[src/rtl/wp_ctrl_cfg.svh]
// Offsets, bit positions and reset values of the write-protect control
`ifndef WP_CTRL_CFG_SVH
`define WP_CTRL_CFG_SVH
// ==========================================================
// Register map (byte addresses)
`define WP_GRP_A_BASE 5'h00
`define WP_GRP_B_BASE 5'h10
`define WP_CLR_OFS 5'h00
`define WP_SET_OFS 5'h04
// ==========================================================
// Group A bit positions
`define WP_A_EXT_INT_BIT 6
`define WP_A_RTC_BIT 5
`define WP_A_WATCHDOG_BIT 4
`define WP_A_CLKGEN_BIT 3
`define WP_A_SYSCTL_BIT 2
`define WP_A_POWER_BIT 1
// Group B bit positions
`define WP_B_TRACE_BIT 6
`define WP_B_PORT_BIT 3
`define WP_B_FLASH_BIT 2
`define WP_B_DEBUG_BIT 1
// ==========================================================
// Implemented bits and reset values
`define WP_A_MASK 32'h0000007E
`define WP_B_MASK 32'h0000004E
`define WP_A_RESET 32'h00000000
`define WP_B_RESET 32'h00000002
// ==========================================================
// Bus answers
`define WP_RESP_OKAY 2'h0
`define WP_RESP_SLVERR 2'h2
`endif

[src/rtl/wp_ctrl_pkg.sv]
// Types shared by the write-protect control files
package wp_ctrl_pkg;
  typedef enum logic [1:0] {
    OP_NONE = 2'h0,
    OP_CLEAR = 2'h1,
    OP_SET = 2'h3
  } wp_op_t;
  typedef logic [31:0] wp_word_t;
endpackage

[src/rtl/wp_ctrl.sv]
// Write-protect control for two peripheral groups behind AXI4-Lite
// ==========================================================
// What this block does
// - Writing one to a bit of a clear register unprotects it.
// - Zero bits written to either register change nothing.
// - Each bit reads 0 when writable and 1 when protected.
// - Group A: 6 ext int, 5 RTC, 4 watchdog, 3 clock, 2 sysctl, 1 power.
// - Group B bits: 6 trace, 3 port, 2 flash, 1 debug, all read/write.
// - Each group has a set register at offset 0x04 with the same bit map.
// - Group A resets to all zeros.
// - Group B resets with only the debug bit set.
//
// Our own choice: the AXI4-Lite interface to the registers.
`timescale 1ns/1ps
`include "wp_ctrl_cfg.svh"
module wp_ctrl (
  // Clock and reset
  input wire logic core_clk,
  input wire logic rstn,
  // AXI4-Lite write address
  input wire logic [4:0] s_axi_awaddr,
  input wire logic s_axi_awvalid,
  output logic s_axi_awready,
  // AXI4-Lite write data
  input wire logic [31:0] s_axi_wdata,
  input wire logic [3:0] s_axi_wstrb,
  input wire logic s_axi_wvalid,
  output logic s_axi_wready,
  // AXI4-Lite write response
  output logic [1:0] s_axi_bresp,
  output logic s_axi_bvalid,
  input wire logic s_axi_bready,
  // AXI4-Lite read address
  input wire logic [4:0] s_axi_araddr,
  input wire logic s_axi_arvalid,
  output logic s_axi_arready,
  // AXI4-Lite read data
  output logic [31:0] s_axi_rdata,
  output logic [1:0] s_axi_rresp,
  output logic s_axi_rvalid,
  input wire logic s_axi_rready,
  // Protect state per peripheral
  output logic ext_interrupt_unit_bit,
  output logic rtc_bit,
  output logic watchdog_bit,
  output logic clock_generator_bit,
  output logic system_control_bit,
  output logic power_manager_bit,
  output logic trace_buffer_bit,
  output logic io_port_bit,
  output logic flash_controller_bit,
  output logic debug_unit_bit
);
  // ==========================================================
  // Address decode
  function automatic logic [2:0] decode(input logic [4:0] a);
    // {valid, group B, set}
    case (a)
      `WP_GRP_A_BASE + `WP_CLR_OFS: decode = 3'h4;
      `WP_GRP_A_BASE + `WP_SET_OFS: decode = 3'h5;
      `WP_GRP_B_BASE + `WP_CLR_OFS: decode = 3'h6;
      `WP_GRP_B_BASE + `WP_SET_OFS: decode = 3'h7;
      default: decode = 3'h0;
    endcase
  endfunction

  // ==========================================================
  // Write channel
  logic awHeld_q, wHeld_q;
  logic [4:0] awAddr_q;
  logic [31:0] wData_q;
  logic [3:0] wStrb_q;
  logic doWrite;
  logic [2:0] wDec;
  wp_ctrl_pkg::wp_op_t opA, opB, opSel;
  logic [31:0] stateA, stateB;

  assign doWrite = awHeld_q && wHeld_q && !s_axi_bvalid;
  assign wDec = decode(awAddr_q);
  assign opSel = wDec[0] ? wp_ctrl_pkg::OP_SET : wp_ctrl_pkg::OP_CLEAR;
  assign opA = (doWrite && wDec[2] && !wDec[1]) ? opSel
               : wp_ctrl_pkg::OP_NONE;
  assign opB = (doWrite && wDec[2] && wDec[1]) ? opSel
               : wp_ctrl_pkg::OP_NONE;

  always_ff @(posedge core_clk or negedge rstn) begin
    if (!rstn) begin
      awHeld_q <= 1'b0;
      awAddr_q <= 5'h00;
      s_axi_awready <= 1'b0;
    end else begin
      s_axi_awready <= 1'b0;
      if (doWrite) begin
        awHeld_q <= 1'b0;
      end else if (s_axi_awvalid && s_axi_awready) begin
        awHeld_q <= 1'b1;
        awAddr_q <= s_axi_awaddr;
      end else if (s_axi_awvalid && !awHeld_q) begin
        s_axi_awready <= 1'b1;
      end
    end
  end

  always_ff @(posedge core_clk or negedge rstn) begin
    if (!rstn) begin
      wHeld_q <= 1'b0;
      wData_q <= 32'h00000000;
      wStrb_q <= 4'h0;
      s_axi_wready <= 1'b0;
    end else begin
      s_axi_wready <= 1'b0;
      if (doWrite) begin
        wHeld_q <= 1'b0;
      end else if (s_axi_wvalid && s_axi_wready) begin
        wHeld_q <= 1'b1;
        wData_q <= s_axi_wdata;
        wStrb_q <= s_axi_wstrb;
      end else if (s_axi_wvalid && !wHeld_q) begin
        s_axi_wready <= 1'b1;
      end
    end
  end

  always_ff @(posedge core_clk or negedge rstn) begin
    if (!rstn) begin
      s_axi_bvalid <= 1'b0;
      s_axi_bresp <= `WP_RESP_OKAY;
    end else if (doWrite) begin
      s_axi_bvalid <= 1'b1;
      s_axi_bresp <= wDec[2] ? `WP_RESP_OKAY : `WP_RESP_SLVERR;
    end else if (s_axi_bready) begin
      s_axi_bvalid <= 1'b0;
    end
  end

  // ==========================================================
  // Protect groups
  wp_group #(
    .MASK(`WP_A_MASK),
    .RESETVAL(`WP_A_RESET)
  ) u_group_a (
    .core_clk(core_clk),
    .rstn(rstn),
    .op(opA),
    .wdata(wData_q),
    .wstrb(wStrb_q),
    .state(stateA)
  );
  wp_group #(
    .MASK(`WP_B_MASK),
    .RESETVAL(`WP_B_RESET)
  ) u_group_b (
    .core_clk(core_clk),
    .rstn(rstn),
    .op(opB),
    .wdata(wData_q),
    .wstrb(wStrb_q),
    .state(stateB)
  );

  // ==========================================================
  // Read channel
  logic [2:0] rDec;
  assign rDec = decode(s_axi_araddr);
  always_ff @(posedge core_clk or negedge rstn) begin
    if (!rstn) begin
      s_axi_arready <= 1'b0;
      s_axi_rvalid <= 1'b0;
      s_axi_rdata <= 32'h00000000;
      s_axi_rresp <= `WP_RESP_OKAY;
    end else begin
      s_axi_arready <= 1'b0;
      if (s_axi_rvalid) begin
        if (s_axi_rready) begin
          s_axi_rvalid <= 1'b0;
        end
      end else if (s_axi_arvalid && s_axi_arready) begin
        s_axi_rvalid <= 1'b1;
        if (!rDec[2]) begin
          s_axi_rdata <= 32'h00000000;
          s_axi_rresp <= `WP_RESP_SLVERR;
        end else begin
          s_axi_rdata <= rDec[1] ? stateB : stateA;
          s_axi_rresp <= `WP_RESP_OKAY;
        end
      end else if (s_axi_arvalid) begin
        s_axi_arready <= 1'b1;
      end
    end
  end

  // ==========================================================
  // Protect state outputs
  always_ff @(posedge core_clk or negedge rstn) begin
    if (!rstn) begin
      ext_interrupt_unit_bit <= 1'b0;
      rtc_bit <= 1'b0;
      watchdog_bit <= 1'b0;
      clock_generator_bit <= 1'b0;
      system_control_bit <= 1'b0;
      power_manager_bit <= 1'b0;
      trace_buffer_bit <= 1'b0;
      io_port_bit <= 1'b0;
      flash_controller_bit <= 1'b0;
      debug_unit_bit <= 1'b1;
    end else begin
      ext_interrupt_unit_bit <= stateA[`WP_A_EXT_INT_BIT];
      rtc_bit <= stateA[`WP_A_RTC_BIT];
      watchdog_bit <= stateA[`WP_A_WATCHDOG_BIT];
      clock_generator_bit <= stateA[`WP_A_CLKGEN_BIT];
      system_control_bit <= stateA[`WP_A_SYSCTL_BIT];
      power_manager_bit <= stateA[`WP_A_POWER_BIT];
      trace_buffer_bit <= stateB[`WP_B_TRACE_BIT];
      io_port_bit <= stateB[`WP_B_PORT_BIT];
      flash_controller_bit <= stateB[`WP_B_FLASH_BIT];
      debug_unit_bit <= stateB[`WP_B_DEBUG_BIT];
    end
  end

  // ==========================================================
  // Checks
  AST_CLEAR_WORKS: assert property (
    @(posedge core_clk) disable iff (!rstn)
    (opA == wp_ctrl_pkg::OP_CLEAR && wStrb_q[0] && wData_q[6])
    |=> !stateA[6])
    else $error("clear write left bit protected");
  AST_ZERO_NOCHANGE: assert property (
    @(posedge core_clk) disable iff (!rstn)
    (opB != wp_ctrl_pkg::OP_NONE && !wData_q[1])
    |=> stateB[1] == $past(stateB[1]))
    else $error("zero write changed state");
  AST_READ_STATE: assert property (
    @(posedge core_clk) disable iff (!rstn)
    (s_axi_arvalid && s_axi_arready && !s_axi_rvalid
     && s_axi_araddr == 5'h10 && opB == wp_ctrl_pkg::OP_NONE)
    |=> s_axi_rvalid && s_axi_rdata == stateB)
    else $error("read data differs from state");
  AST_A_MAP: assert property (
    @(posedge core_clk) disable iff (!rstn)
    ##1 watchdog_bit == $past(stateA[4]))
    else $error("watchdog bit mismatch");
  AST_B_MAP: assert property (
    @(posedge core_clk) disable iff (!rstn)
    ##1 flash_controller_bit == $past(stateB[2]))
    else $error("flash bit mismatch");
  AST_SET_WORKS: assert property (
    @(posedge core_clk) disable iff (!rstn)
    (opB == wp_ctrl_pkg::OP_SET && wStrb_q[0] && wData_q[3])
    |=> stateB[3] ##1 io_port_bit)
    else $error("set write did not protect port");
  AST_A_RESET: assert property (
    @(posedge core_clk) disable iff (!rstn)
    !$past(rstn) |-> stateA == `WP_A_RESET && !power_manager_bit)
    else $error("group A state wrong after reset");
  AST_B_RESET: assert property (
    @(posedge core_clk) disable iff (!rstn)
    !$past(rstn) |-> stateB == `WP_B_RESET && debug_unit_bit)
    else $error("group B state wrong after reset");
  AST_SET_PROTECT: assert property (
    @(posedge core_clk) disable iff (!rstn)
    (opA == wp_ctrl_pkg::OP_SET && wStrb_q[0] && wData_q[1])
    |=> stateA[1])
    else $error("set write did not protect");
  AST_BRESP: assert property (
    @(posedge core_clk) disable iff (!rstn)
    doWrite |=> s_axi_bvalid && s_axi_bresp ==
      ($past(awAddr_q[3] || awAddr_q[1:0] != 2'h0)
       ? `WP_RESP_SLVERR : `WP_RESP_OKAY))
    else $error("write response wrong");
  AST_RDATA_UNUSED: assert property (
    @(posedge core_clk) disable iff (!rstn)
    s_axi_rvalid |-> (s_axi_rdata & ~(`WP_A_MASK | `WP_B_MASK)) == 32'h0)
    else $error("undefined bit read as one");
endmodule // wp_ctrl

[src/rtl/wp_group.sv]
// One group of protect-state bits with clear and set updates
`timescale 1ns/1ps
module wp_group #(
  parameter logic [31:0] MASK = 32'h00000000,
  parameter logic [31:0] RESETVAL = 32'h00000000
) (
  // Clock and reset
  input wire logic core_clk,
  input wire logic rstn,
  // Update request
  input wire wp_ctrl_pkg::wp_op_t op,
  input wire logic [31:0] wdata,
  input wire logic [3:0] wstrb,
  // Protect state
  output logic [31:0] state
);
  logic [31:0] stateQ;
  logic [31:0] laneMask;
  logic [31:0] hit;

  // ==========================================================
  // Byte lanes
  genvar gi;
  generate
    for (gi = 0; gi < 4; gi++) begin : g_lane
      assign laneMask[gi*8 +: 8] = {8{wstrb[gi]}};
    end
  endgenerate
  // Only ones in strobed lanes at implemented bits act
  assign hit = wdata & laneMask & MASK;

  // ==========================================================
  // State
  always_ff @(posedge core_clk or negedge rstn) begin
    if (!rstn) begin
      stateQ <= RESETVAL;
    end else begin
      if (op == wp_ctrl_pkg::OP_CLEAR) begin
        stateQ <= stateQ & ~hit;
      end else if (op == wp_ctrl_pkg::OP_SET) begin
        stateQ <= (stateQ | hit) & MASK;
      end
    end
  end
  assign state = stateQ & MASK;
endmodule // wp_group

[config.mk]
export PLATFORM = sky130hd
export DESIGN_NAME = wp_ctrl
export DESIGN_NICKNAME = d
export VERILOG_FILES = /design/src/rtl/wp_ctrl_pkg.sv /design/src/rtl/wp_ctrl.sv /design/src/rtl/wp_group.sv
export VERILOG_INCLUDE_DIRS = /design/src /design/src/rtl
export SDC_FILE = /design/constraint.sdc
export NUM_CORES = 1
export LEC_CHECK = 0
export ABC_AREA = 1
export CORE_MARGIN = 2
export CORE_UTILIZATION = 40
export CTS_CLUSTER_DIAMETER = 40
export DETAILED_ROUTE_END_ITERATION = 16
export DONT_BUFFER_PORTS = 1
export PLACE_DENSITY = 0.65
export SYNTH_ARGS = -nofsm -noshare
export SYNTH_HDL_FRONTEND = slang
export SYNTH_SLANG_ARGS = --single-unit
[constraint.sdc]
create_clock -name core_clk -period 2.4 [get_ports core_clk]
set_clock_uncertainty 0.05 [all_clocks]
set_input_delay 0.24 -clock core_clk [delete_from_list [all_inputs] [get_ports core_clk]]
set_output_delay 0.24 -clock core_clk [all_outputs]
set_load 0.05 [all_outputs]
==> results of run 1 <==
==> layout make-up <==
| cell class | instances | area (um^2) | area share, % |
|---|---|---|---|
| inverters | 20 | 75.07 | 3.322 |
| well taps | 70 | 87.58 | 3.876 |
| clock buffers | 5 | 68.82 | 3.045 |
| clock inverters | 3 | 67.56 | 2.990 |
| flip-flops and latches | 47 | 1179 | 52.16 |
| multi-input cells | 154 | 714.4 | 31.62 |
| repair buffers | 5 | 67.56 | 2.990 |
==> what timing repair did <==
| action | in CTS | in global routing |
|---|---|---|
| hold buffers | 5 | 0 |
| hold endpoints to repair | 50 | 0 |
| resized for setup | 0 | 0 |
==> critical path, cell delays in order (launching register included) <==
cell and delay [ns]:
dfrtp_1 0.57, inv_1 0.19, nand3_4 0.21, nor2_4 0.33, nand3_1 0.11, nand2_1 0.07
nand2_1 0.05
==> cells by family after synthesis <==
family	share of synthesized area, %
flops	56.17
simple gates	25.22
compound gates	3.816
buf+inv	14.61
other cells	0.1787
==> worst max path at each step <==
| stage | startpoint | slack [ns] | endpoint |
|---|---|---|---|
| floorplan | s_axi_bvalid | 0.95 | flop |
| global placement | s_axi_bvalid | 0.75 | flop |
| detailed placement | s_axi_bvalid | 0.72 | flop |
| CTS | s_axi_bvalid | 0.70 | flop |
| global route | s_axi_bvalid | 0.58 | flop |
| finish | s_axi_bvalid | 0.72 | flop |
==> layout by cell type, fill, tap and decap left out, types with 3 or more instances in the layout <==
cell type      instances
a21oi_1                6
nand2_1               65
o211ai_1               4
conb_1                28
nand3_1               21
nand4_1                7
or2_2                  4
dlygate4sd3_1          4
dfrtp_1               45
clkbuf_8               5
nor2_4                 3
nor2_1                 6
inv_1                 19
o21ai_0                4
==> stage by stage <==
step	std cells	area (um^2)	worst slack [ns]	util, %	hold WS (ns)
after detailed placement	291	2056	0.7191	40.51	-0.1044
after global routing	304	2260	0.5754	44.53	0.02262
after floorplan	252	2200	0.9480	-	-0.1056
after global placement	291	2056	0.7542	40.51	-0.1041
final	304	2260	0.7161	44.53	0.02995
after CTS	304	2260	0.6987	44.53	0.01720
==> routing by layer <==
metal  up-vias  GRT usage [%]  share of wire [%]  wire [um]
met2        57          20.53                 45       1550
met3         7          4.502                7.8        271
li1        673              -                  -          -
met1       608          15.86                 46       1585
met5         -              0                  0          0
met4         0          6.000                2.0         70
==> power groups by stage <==
| stage | clock network [mW] | logic [mW] | registers, mW |
|---|---|---|---|
| 6_report | 0.681 | 0.458 | 1.17 |
| 3_5_place_dp | 0 | 0.434 | 1.19 |
| 2_1_floorplan | 0 | 0.427 | 1.17 |
| 5_1_grt | 0.725 | 0.531 | 1.20 |
| 4_1_cts | 0.695 | 0.463 | 1.18 |
| 3_3_place_gp | 0 | 0.425 | 1.19 |
==> impl_metrics.csv, run 1 <==
group,metric,value,unit
power_and_ir_drop,leakagePower,1.203,nW
yosys,synth-seq-cells,47,
layout,final_nets,286,
layout,n_fill_cell,516,
clock_network,clockBufferDepth,2,
setup_path,startpoint_type,"flop",
route,vias,1345,
hold_path,holdCritStartpoint,"s_axi_wdata[5]",
timing,max-slew-margin-rel,65.70,%
place,hpwl,2.472,mm
yosys,ys_seq_area_share,56.17,%
die,start_util,41.35,%
route,avgRoutedWirePerCell,11.44,um
clock_network,clk_pin_slew_worst_paths,0.08,ns
timing,min_period,1.684,ns
die,row_count,26,
global_route,grt_overflow,0,
route,viasPerCell,4.424,
die,die_w,76.43,um
power_and_ir_drop,p_int,1.464,mW
hold_path,hold_path_end,"wData_q[5]",
route,dr.first_iter.drc_count,59,
die,dieArea,5841,um^2
yosys,postSynthCellCount,225,
yosys,synth.most_common_cell,"nand2_1",
setup_path,r2r-start,"s_axi_bvalid",
yosys,synth_top_cell_by_area,"dfrtp_1",
clock_network,clock_latency,0.30,ns
clock_network,cts_tree,"yes",
yosys,ys_warn_count,0,
power_and_ir_drop,clockPowerShare,29.4,%
power_and_ir_drop,power.density,1024,nW/um^2
power_and_ir_drop,finalPower,2.314,mW
global_route,grt_usage,12.94,%
timing,fmax,593.9,MHz
yosys,syn_avg_cell_area,9.326,um^2
setup_path,worstSetupPathType,"flop to flop",
layout,synthToLayoutAreaGrowth,7.692,%
setup_path,regToRegSetupSlack,0.72,ns
yosys,synth_common_cells,"nand2_1 (65), dfrtp_1 (45), buf_4 (28)",
setup_path,path_max_fanout,16,
global_route,antenna_found_initial,0,
timing,worst_pin_slew,0.5146,ns
die,die_h,76.43,um
global_route,grt_pass1_vias,1396,
route,drtPass1Iterations,4,
layout,drive_gt1_share,9.402,%
clock_network,cts_setup_buffers,0,
yosys,yosysTopAreaCellShare,53.67,%
outcome,status,"finished clean",
clock_network,cts_sinks,47,
route,routed_wl,3.477,mm
clock_network,root_buffer,"clkbuf_8",
power_and_ir_drop,ir_drop,0.6474,mV
yosys,synth_area_leaders,"dfrtp_1 (54%), nand2_1 (12%), buf_4 (10%), nand3_1 (5.0%), inv_1 (3.4%)",
timing,slew_violations,0,
global_route,grt_first_pass_wirelength,6.072,mm
route,drc_errors,0,
timing,fin_crit_sh,70.16,%
hold_path,hold-path-cell-count,2,
timing,rsz0062_at_grt,"false",
hold_path,hp-class,"input port to flop",
timing,setup_viol,0,
timing,hold_viol,0,
yosys,synth_edf_count,0,
yosys,syn_area,2098,um^2
setup_path,reg2reg_depth,6,
setup_path,cp-end-kind,"flop",
power_and_ir_drop,swShare,36.73,%
yosys,synthFlopType,"dfrtp_1",
route,antenna_left,0,
yosys,ys_types,22,
power_and_ir_drop,power_switching,0.8497,mW
yosys,ys_async_sr_fraction,100.0,%
timing,tns,0,ns
layout,antennaDiodeCount,0,
run,maxCapViolations,0,
place,finalWeightedCongestion,0.6773,
place,io_buffers,0,
power_and_ir_drop,pwr-share-seq,50.8,%
setup_path,critPathArrivalTime,1.83,ns
power_and_ir_drop,p_comb_share,19.8,%
setup_path,cp.required,2.54,ns
clock_network,htree_levels,2,
clock_network,numCtsBuffers,5,
die,fp.coreArea,5075,um^2
global_route,grt_max_degree,48,
die,io_pins,104,
Power figures use the tool's default switching activity.
==> run 2, diff against run 1 <==
--- a/config.mk
+++ b/config.mk
@@ -12,7 +12,7 @@
 export CTS_CLUSTER_DIAMETER = 40
 export DETAILED_ROUTE_END_ITERATION = 16
 export DONT_BUFFER_PORTS = 1
-export PLACE_DENSITY = 0.65
+export PLACE_DENSITY = 0.67
 export SYNTH_ARGS = -nofsm -noshare
 export SYNTH_HDL_FRONTEND = slang
 export SYNTH_SLANG_ARGS = --single-unit
==> constraint.sdc (replaced) <==
create_clock -name core_clk -period 1.5 [get_ports core_clk]
set_clock_uncertainty 0.05 [all_clocks]
set_input_delay 0.15 -clock core_clk [delete_from_list [all_inputs] [get_ports core_clk]]
set_output_delay 0.15 -clock core_clk [all_outputs]
set_load 0.05 [all_outputs]
==> run 2 against run 1 <==
  * Cell count up 7.2%
  * Largest cell class unchanged
  * Fmax up 32%
  * Power up 49%
  * Die area unchanged
  * Wire length up 2.4%
  * Register-to-register slack worse by 0.49 ns
==> impl_metrics.csv, run 2 (synthesized netlist as in run 1, its figures left out) <==
group,metric,value,unit
outcome,status,"finished clean",
setup_path,critPathArrivalTime,1.41,ns
clock_network,htree_levels,2,
global_route,grt_max_degree,48,
die,row_count,26,
clock_network,clockBufferDepth,2,
setup_path,path_max_fanout,13,
timing,setup_viol,0,
timing,hold_viol,0,
clock_network,numCtsBuffers,5,
route,vias,1425,
route,viasPerCell,4.371,
die,io_pins,104,
power_and_ir_drop,ir_drop,0.9628,mV
global_route,grt_pass1_vias,1329,
route,routed_wl,3.561,mm
route,avgRoutedWirePerCell,10.92,um
run,maxCapViolations,0,
die,die_h,76.43,um
setup_path,cp-end-kind,"flop",
route,drc_errors,0,
setup_path,startpoint_type,"flop",
timing,slew_violations,0,
setup_path,reg2reg_depth,6,
power_and_ir_drop,leakagePower,1.279,nW
route,dr.first_iter.drc_count,52,
layout,layout_common_cells,"nand2_1 (65), dfrtp_1 (45), conb_1 (28), nand3_1 (21), inv_1 (19)",
timing,rsz0062_at_grt,"false",
setup_path,r2r-start,"s_axi_bvalid",
die,fp.coreArea,5075,um^2
place,io_buffers,0,
setup_path,worstSetupPathType,"flop to flop",
power_and_ir_drop,power.density,1430,nW/um^2
die,dieArea,5841,um^2
clock_network,cts_hold_buf,19,
layout,antennaDiodeCount,0,
global_route,grt_overflow,0,
hold_path,hold-path-cell-count,3,
layout,final_nets,308,
layout,drive_gt1_share,11.33,%
route,antenna_left,0,
layout,layout_commonest_cell,"nand2_1",
timing,fmax,786.5,MHz
die,start_util,41.35,%
place,pre_cts_ws,0.2497,ns
power_and_ir_drop,finalPower,3.444,mW
clock_network,root_buffer,"clkbuf_8",
place,hpwl,2.448,mm
timing,tns,0,ns
timing,layout_setup_ws,0.2285,ns
clock_network,cts_tree,"yes",
layout,synthToLayoutAreaGrowth,14.79,%
hold_path,hp-class,"input port to flop",
place,finalWeightedCongestion,0.7073,
global_route,grt_first_pass_wirelength,6.127,mm
clock_network,ctsResizeCount,0,
route,drtPass1Iterations,4,
setup_path,cp.required,1.63,ns
die,die_w,76.43,um
setup_path,regToRegSetupSlack,0.23,ns
clock_network,cts_setup_buffers,0,
global_route,antenna_found_initial,0,
global_route,grt_usage,12.93,%
hold_path,holdCritStartpoint,"s_axi_araddr[4]",
clock_network,clock_latency,0.29,ns
clock_network,clk_pin_slew_worst_paths,0.08,ns
timing,whs,0.05037,ns
timing,fin_crit_sh,84.77,%
hold_path,hold_path_end,"s_axi_rdata[4]",
clock_network,cts_sinks,47,
timing,min_period,1.272,ns
run 2: area by class of cell:
cell class / instances / area (um^2)
Fill cell: 516 / 2666
Sequential cell: 47 / 1179
Multi-Input combinational cell: 154 / 714.4
Timing Repair Buffer: 27 / 267.8
Tap cell: 70 / 87.58
Inverter: 20 / 75.07
Clock buffer: 6 / 72.57
Clock inverter: 2 / 12.51
run 2: worst max-delay path, stage by stage, from the launching register on:
cell,delay [ns]
dfrtp_1,0.39
inv_1,0.11
nand3_4,0.11
nor2_4,0.28
nand3_1,0.12
nand2_1,0.07
nand2_1,0.04
run 2: worst max path at each step:
stage	from	to	slack, ns	depth (start not counted)
after floorplan	s_axi_bvalid	flop	0.05	7
after global placement	s_axi_bvalid	flop	0.26	6
after detailed placement	s_axi_bvalid	flop	0.25	6
after CTS	s_axi_bvalid	flop	0.23	6
after global routing	s_axi_bvalid	flop	0.10	6
final	s_axi_bvalid	flop	0.23	6
run 2: stage by stage:
stage / util (%) / area, um^2 / instances
6_report: 47.46 / 2409 / 326
5_1_grt: 47.46 / 2409 / 326
4_1_cts: 47.46 / 2409 / 326
3_5_place_dp: 41.69 / 2116 / 299
3_3_place_gp: 41.69 / 2116 / 299
2_1_floorplan: - / 2200 / 252
run 2: routing by layer:
| layer | part of all wire, % | vias to the layer above | track usage (%) |
|---|---|---|---|
| li1 | - | 718 | - |
| met1 | 46 | 646 | 16.90 |
| met2 | 45 | 56 | 20.27 |
| met3 | 7.6 | 5 | 4.265 |
| met4 | 1.3 | 0 | 4.364 |
| met5 | 0 | - | 0 |
run 2: where the power goes:
| group | leakage [nW] | internal [mW] | switching [mW] |
|---|---|---|---|
| clock | 0.0412 | 0.326 | 0.397 |
| combinational | 0.632 | 0.266 | 0.720 |
| sequential | 0.606 | 1.50 | 0.234 |
